`src/hdl/adcc_map.vh`:
```
// register map, field positions and timing counts of the converter control
// Summary of operation
// - upper result holds result bits 9:8 in bits 1:0; bits 7:2 read zero.
// - lower result holds result bits 7:0; read only, undefined after reset.
// - result is ten bits, 1024 steps, no sign extension upward.
// - unimplemented bits read zero and ignore writes.
// - setting start/done begins conversion; hardware clears it when done.
// - enable clear keeps converter off; setting it enables converter.
// - 5-bit channel field selects input; external pins from code 11000.
// - no conversion while processor sleeps; sleep aborts it and clears start/done.
`ifndef ADCC_MAP_VH
`define ADCC_MAP_VH
`define ADCC_OFS_CHAN_START  3'h0
`define ADCC_OFS_CLK_REF     3'h1
`define ADCC_OFS_RES_UPPER   3'h2
`define ADCC_OFS_RES_LOWER   3'h3
`define ADCC_OFS_IRQ_STATUS  3'h4
`define ADCC_OFS_IRQ_MASK    3'h5
`define ADCC_BIT_ENABLE      0
`define ADCC_BIT_START       1
`define ADCC_CHAN_LSB        2
`define ADCC_CHAN_MSB        6
`define ADCC_CLK_LSB         4
`define ADCC_CLK_MSB         6
`define ADCC_BIT_REF         0
`define ADCC_CHAN_WMASK      8'h7F
`define ADCC_CLK_WMASK       8'h71
`define ADCC_CHAN_EXT_FIRST  5'h18
`define ADCC_CLK_OSC         3'h3
`define ADCC_CLK_RES0        3'h7
`define ADCC_CONV_BITS       10
`define ADCC_TAD_PER_CONV    5'h0B
`define ADCC_OSC_DIV         8'h10
`define ADCC_DIV_CODE0       6'h01
`define ADCC_DIV_CODE1       6'h07
`define ADCC_DIV_CODE2       6'h1F
`define ADCC_DIV_CODE4       6'h03
`define ADCC_DIV_CODE5       6'h0F
`define ADCC_DIV_CODE6       6'h3F
`endif

```
`src/hdl/adcc_sar.v`:
```
// successive-approximation sequencer for one ten-bit conversion
module adcc_sar (
    clk,
    srst,
    tick,
    start,
    abort,
    cmp_in,
    dac_code,
    busy,
    done,
    result
);
`include "adcc_map.vh"
    input             clk;
    input             srst;
    input             tick;
    input             start;
    input             abort;
    input             cmp_in;
    output     [9:0]  dac_code;
    output            busy;
    output            done;
    output     [9:0]  result;
    reg        [9:0]  trial_reg;
    reg        [9:0]  bit_reg;
    reg               busy_reg;
    reg               done_reg;
    reg        [9:0]  result_reg;
    assign dac_code = trial_reg | bit_reg;
    assign busy = busy_reg;
    assign done = done_reg;
    assign result = result_reg;
    always @(posedge clk) begin
        done_reg <= 1'b0;
        if (srst || abort) begin
            busy_reg  <= 1'b0;
            trial_reg <= 10'h000;
            bit_reg   <= 10'h000;
        end else if (start && !busy_reg && !done_reg) begin
            busy_reg  <= 1'b1;
            trial_reg <= 10'h000;
            bit_reg   <= 10'h200;
        end else if (busy_reg && tick) begin
            // keep the trial bit when the input is above the dac level
            if (cmp_in)
                trial_reg <= trial_reg | bit_reg;
            bit_reg <= bit_reg >> 1;
            if (bit_reg == 10'h001) begin
                busy_reg   <= 1'b0;
                done_reg   <= 1'b1;
                result_reg <= cmp_in ? (trial_reg | bit_reg) : trial_reg;
            end
        end
    end
endmodule // adcc_sar

```
`src/hdl/adcc_top.v`:
```
// converter control and result registers with interrupt
//
// Design decisions made here: the strobed register port and the register offsets.
module adcc_top (
    clk,
    srst,
    addr,
    wdata,
    wr_stb,
    rd_stb,
    rdata,
    sleep,
    osc_tick,
    cmp_in,
    dac_code,
    analog_on,
    ref_select,
    channel,
    irq
);
`include "adcc_map.vh"
    input             clk;
    input             srst;
    input      [2:0]  addr;
    input      [7:0]  wdata;
    input             wr_stb;
    input             rd_stb;
    output     [7:0]  rdata;
    input             sleep;
    input             osc_tick;
    input             cmp_in;
    output     [9:0]  dac_code;
    output            analog_on;
    output            ref_select;
    output     [4:0]  channel;
    output            irq;

    reg               enable_reg;
    reg               start_reg;
    reg        [4:0]  chan_reg;
    reg        [2:0]  clksel_reg;
    reg               ref_reg;
    reg               flag_reg;
    reg               mask_reg;
    reg        [7:0]  rdata_reg;
    reg        [7:0]  rdata_next;
    reg        [5:0]  div_reg;
    reg        [5:0]  div_lim;
    reg               tick_reg;
    wire              busy;
    wire              done;
    wire       [9:0]  result;
    wire              wr_chan;
    wire              run;

    // write strobe aimed at one register offset
    function wr_hit;
        input             we;
        input      [2:0]  a;
        input      [2:0]  ofs;
        begin
            wr_hit = we && (a == ofs);
        end
    endfunction

    assign wr_chan    = wr_hit(wr_stb, addr, `ADCC_OFS_CHAN_START);
    assign run        = enable_reg && !sleep;
    assign analog_on  = run;
    assign ref_select = ref_reg;
    assign channel    = chan_reg;
    assign irq        = flag_reg && mask_reg;
    assign rdata      = rdata_reg;

    // divider terminal count from the clock field
    always @* begin
        case (clksel_reg)
            3'h0:    div_lim = `ADCC_DIV_CODE0;
            3'h1:    div_lim = `ADCC_DIV_CODE1;
            3'h2:    div_lim = `ADCC_DIV_CODE2;
            3'h4:    div_lim = `ADCC_DIV_CODE4;
            3'h5:    div_lim = `ADCC_DIV_CODE5;
            3'h6:    div_lim = `ADCC_DIV_CODE6;
            default: div_lim = 6'h00;
        endcase
    end

    // conversion clock: divided system clock or oscillator ticks
    always @(posedge clk) begin
        if (srst || !busy) begin
            div_reg  <= 6'h00;
            tick_reg <= 1'b0;
        end else if (clksel_reg == `ADCC_CLK_OSC ||
                     clksel_reg == `ADCC_CLK_RES0) begin
            tick_reg <= osc_tick;
        end else if (div_reg == div_lim) begin
            div_reg  <= 6'h00;
            tick_reg <= 1'b1;
        end else begin
            div_reg  <= div_reg + 6'h01;
            tick_reg <= 1'b0;
        end
    end

    adcc_sar u_sar (
        .clk      (clk),
        .srst     (srst),
        .tick     (tick_reg),
        .start    (start_reg && run),
        .abort    (!run),
        .cmp_in   (cmp_in),
        .dac_code (dac_code),
        .busy     (busy),
        .done     (done),
        .result   (result)
    );

    // control registers
    always @(posedge clk) begin
        if (srst) begin
            enable_reg <= 1'b0;
            start_reg  <= 1'b0;
            chan_reg   <= 5'h00;
            clksel_reg <= 3'h0;
            ref_reg    <= 1'b0;
            mask_reg   <= 1'b0;
        end else begin
            if (wr_chan) begin
                enable_reg <= wdata[`ADCC_BIT_ENABLE];
                chan_reg   <= wdata[`ADCC_CHAN_MSB:`ADCC_CHAN_LSB];
            end
            // hardware clear on completion or power-down
            if (done || !run)
                start_reg <= 1'b0;
            else if (wr_chan)
                start_reg <= wdata[`ADCC_BIT_START];
            if (wr_hit(wr_stb, addr, `ADCC_OFS_CLK_REF)) begin
                clksel_reg <= wdata[`ADCC_CLK_MSB:`ADCC_CLK_LSB];
                ref_reg    <= wdata[`ADCC_BIT_REF];
            end
            if (wr_hit(wr_stb, addr, `ADCC_OFS_IRQ_MASK))
                mask_reg <= wdata[0];
        end
    end

    // sticky done flag, set wins over write-one clear
    always @(posedge clk) begin
        if (srst)
            flag_reg <= 1'b0;
        else if (done)
            flag_reg <= 1'b1;
        else if (wr_hit(wr_stb, addr, `ADCC_OFS_IRQ_STATUS) && wdata[0])
            flag_reg <= 1'b0;
    end

    // read mux
    always @* begin
        rdata_next = 8'h00;
        case (addr)
            `ADCC_OFS_CHAN_START:
                rdata_next = {1'b0, chan_reg, start_reg, enable_reg};
            `ADCC_OFS_CLK_REF:
                rdata_next = {1'b0, clksel_reg, 3'h0, ref_reg};
            `ADCC_OFS_RES_UPPER:
                rdata_next = {6'h00, result[9:8]};
            `ADCC_OFS_RES_LOWER:
                rdata_next = result[7:0];
            `ADCC_OFS_IRQ_STATUS:
                rdata_next = {7'h00, flag_reg};
            `ADCC_OFS_IRQ_MASK:
                rdata_next = {7'h00, mask_reg};
            default:
                rdata_next = 8'h00;
        endcase
    end

    always @(posedge clk) begin
        if (srst)
            rdata_reg <= 8'h00;
        else if (rd_stb)
            rdata_reg <= rdata_next;
        else
            rdata_reg <= 8'h00;
    end
endmodule // adcc_top

```
`config.mk`:
```
export PLATFORM = sky130hd
export DESIGN_NAME = adcc_top
export DESIGN_NICKNAME = d
export VERILOG_FILES = /design/src/hdl/adcc_sar.v /design/src/hdl/adcc_top.v
export VERILOG_INCLUDE_DIRS = /design/src /design/src/hdl
export SDC_FILE = /design/constraint.sdc
export NUM_CORES = 1
export LEC_CHECK = 0
export ABC_CLOCK_PERIOD_IN_PS = 5110
export BUFFER_PORTS_ARGS = -buffer_cell sky130_fd_sc_hd__buf_2
export CAP_MARGIN = 30
export CORE_UTILIZATION = 40
export CTS_CLUSTER_SIZE = 28
export DETAILED_ROUTE_END_ITERATION = 10
export HOLD_SLACK_MARGIN = 0.05
export PLACE_DENSITY = 0.58
export SLEW_MARGIN = 20
export SYNTH_ARGS = -nofsm -noshare
export SYNTH_HDL_FRONTEND = slang
export SYNTH_SLANG_ARGS = --single-unit
```
`constraint.sdc`:
```
create_clock -name clk -period 5.11 [get_ports clk]
set_input_delay 1.022 -clock clk [delete_from_list [all_inputs] [get_ports clk]]
set_output_delay 1.022 -clock clk [all_outputs]
set_load 0.005 [all_outputs]
```
==> summary.txt <==
Clock tree
  • Clock Pin Slew Worst Setup and Hold Paths: 70 ps
  • CTS Hold Bufs: 0
  • Clock Path Buffers: 2
  • Num CTS Buffers: 9
  • CTS root buffer: clkbuf_8
  • Setup bufs post-CTS: 0
  • CTS sink cnt: 60
  • Post-CTS sizing: 0
  • CTS tree: done
  • CTS H-tree depth: 3
  • Later-pin clock latency in the skew report: around 330 ps

Synthesis
  • Sequential share of the synthesized area: 51.1%
  • YS warnings: 0
  • Post-Syn Nets: 285
  • Syn Std Cell Area: 2550 µm²
  • Synth Area per Inst: a little under 10 µm²
  • Synth cell types: 39
  • Syn Inst Count: around 260
  • FF+latch count, synth: 60

Placement
  • Hpwl dp: about 3500 µm
  • PortBufs: 42
  • Routability cong.: ~0.76
  • Placed inst area: 2800 µm²

Timing
  • Tmin final: ~2500 ps
  • Clock Skews: 6.85 ps
  • Relative slew slack: 50.8%
  • Fmax achieved: roughly 400 MHz
  • Fin crit share: 48.7%
  • Max-slew violation count: 0
  • Final hold vios: 0
  • RSZ-0062 raised after global routing: no
  • Final setup viols: 0
  • Post-route setup TNS: 0 ps
  • Slew at the pin closest to its max-slew limit: 736 ps

Final layout
  • Synth-to-Final Area Change: 16.7%
  • Final instance area: 2970 µm²
  • N_diodes: 0
  • Share of post-route cells with drive strength above 1: 23.9%
  • Final #Nets: 327

Setup path
  • Arr. time, crit path: approximately 1500 ps
  • Stages on the worst setup path: 3
  • WP data required: 4090 ps
  • Critical-path top delay cell: nor2b_1
  • CP Max Fanout: 3
  • Worst-path cell chain: buf_2 > nor2b_1 > buf_2
  • R2R cell count: 4
  • Crit Path Class: input port to output pin
  • Critical path launch point type: input port
  • Buf/Inv on CP: 2
  • Cell mode on critical path: buf_2
  • Crit. End Element: output pin
  • Max incr delay on CP: approximately 190 ps
  • Top Family by Delay on Critical Path: buffers and inverters

Global routing
  • Antenna violations before repair: 0
  • Largest net degree at the start of global routing: 20
  • Vias in the first global route: 1,703
  • Global-route wire length before repair: 7940 µm
  • Gr ovfl total: 0
  • Gr usage total: 16.2%

Power
  • Pint: 0.000682 W
  • P_sw: 0.000205 W
  • Clk pwr share: 41.6%
  • Sequential share of power: 54.5%
  • Power per cell area: ~300 nW/µm²
  • Sw frac: 23.1%
  • Maximum VDD drop: 0.166 mV
  • P_leak: between 1 and 1.5 nW
  • Comb power frac: 3.9%

Route
  • ANT nets after route: 0
  • DRT Wirelength: 5040 µm
  • Drt wl/cell: ~13 µm
  • Pre-Repair DR Iteration Count: 6
  • DR vias: 1,898
  • Initial drt markers: 81
  • # DRC: 0
  • Vias per inst: around 5

Floorplan
  • Die ar.: 6690 µm²
  • Number of I/O pins: 44
  • Die width: 81.8 µm
  • Row cnt: 28
  • Die height: 81.8 µm
  • Initial core utilization: 42.3%
  • Core area: between 6000 and 7000 µm²

Hold path
  • Hold path cells: 2
  • Hold Crit Class: flop to flop

Flow run
  • Max cap viols: 0

Status
  • Status: completed
-- power by group through the flow --
stage                      logic, W  clock network, W  registers, W
after floorplan           0.0000205                 0      0.000494
after CTS                 0.0000348          0.000379      0.000484
after global routing      0.0000385          0.000397      0.000484
final                     0.0000345          0.000369      0.000484
after detailed placement  0.0000347                 0      0.000494
after global placement    0.0000346                 0      0.000494
-- layout make-up --
type                    count  area [µm²]
clock buffers              11         141
clock inverters             5        27.5
fillers                   588        3050
inverters                   3        11.3
multi-input cells         187        1180
flip-flops and latches     60        1300
well taps                  75        93.8
repair buffers             43         215
-- final timing paths --
| path | startpoint | end | slack (ps) |
|---|---|---|---|
| worst min register to register | channel[1] | rdata[3] | 480 |
| worst min-delay path | channel[1] | rdata[3] | 480 |
| worst max-delay path | sleep | analog_on | 2620 |
| worst max register to register | u_sar.busy | u_sar.result[4] | 3010 |
-- cells in the final DEF, fill, tap and decap left out, types with 3 or more instances in the layout --
cell type,count
dfxtp_1,50
buf_2,43
nor2_1,38
nand2_1,26
a21oi_1,23
mux2i_1,17
a21o_1,10
or2_2,10
clkbuf_8,10
edfxtp_1,10
nand3_1,5
xnor2_1,5
a211oi_1,5
ha_1,5
nor2b_1,4
nand2b_1,4
a31oi_1,4
xor2_1,4
clkinv_2,4
inv_1,3
and2_1,3
nand4b_1,3
-- worst min-delay path: stages, from the launching register on --
cell	delay (ps)
dfxtp_1	320
nand2_1	60
a21oi_1	60
-- layer usage --
layer	GRT usage, %	routed length [µm]
met5	0	0
met4	8.42	71
met3	3.56	195
met2	24.3	2150
met1	21.7	2620
-- through the flow --
step | power (W) | setup WS (ps) | cells | hold WS, ps | utilization (%)
floorplan | 0.000515 | 2900 | 262 | 426 | -
global placement | 0.000529 | 2410 | 367 | 459 | 46.4
detailed placement | 0.000529 | 2480 | 368 | 468 | 46.5
CTS | 0.000897 | 2590 | 384 | 477 | 49.3
global route | 0.000919 | 2540 | 384 | 512 | 49.3
finish | 0.000887 | 2620 | 384 | 476 | 49.3
-- cell usage after synthesis (all sizes together) --
cell type	count	area, µm²
a211oi	5	37.5
a21o	10	75.1
a21oi	23	115
a22oi	1	7.51
a31oi	4	25.0
a41o	1	10.0
and2	3	18.8
and3	2	12.5
buf	8	43.8
clkbuf	4	15.0
dfxtp	50	1000
edfxtp	10	300
ha	5	62.6
inv	3	11.3
mux2	2	22.5
mux2i	17	170
mux4	1	22.5
nand2	26	97.6
nand2b	4	25.0
nand3	5	25.0
nand3b	2	15.0
nand4	1	6.26
nand4b	3	26.3
nor2	38	143
nor2b	4	25.0
nor3	3	20.0
nor3b	1	7.51
nor4	3	33.8
nor4b	1	8.76
o211a	1	10.0
o21a	1	7.51
o21ai	1	5.00
or2	10	62.6
xnor2	5	43.8
xor2	4	35.0
-- cells by family (layout without fill, tap and decap cells) --
group | Yosys count | count (layout) | synth area share [%]
AND/OR/NAND/NOR | 106 | 106 | 20.7
multiplexers | 20 | 20 | 8.45
adder cells (fa/ha/maj) | 5 | 5 | 2.46
AO/OA/AOI/OAI | 47 | 47 | 11.5
flip-flops | 60 | 60 | 51.1
buffers and inverters | 15 | 62 | 2.75
XOR/XNOR | 9 | 9 | 3.09
Note: power is estimated with default switching activity, not from simulation.
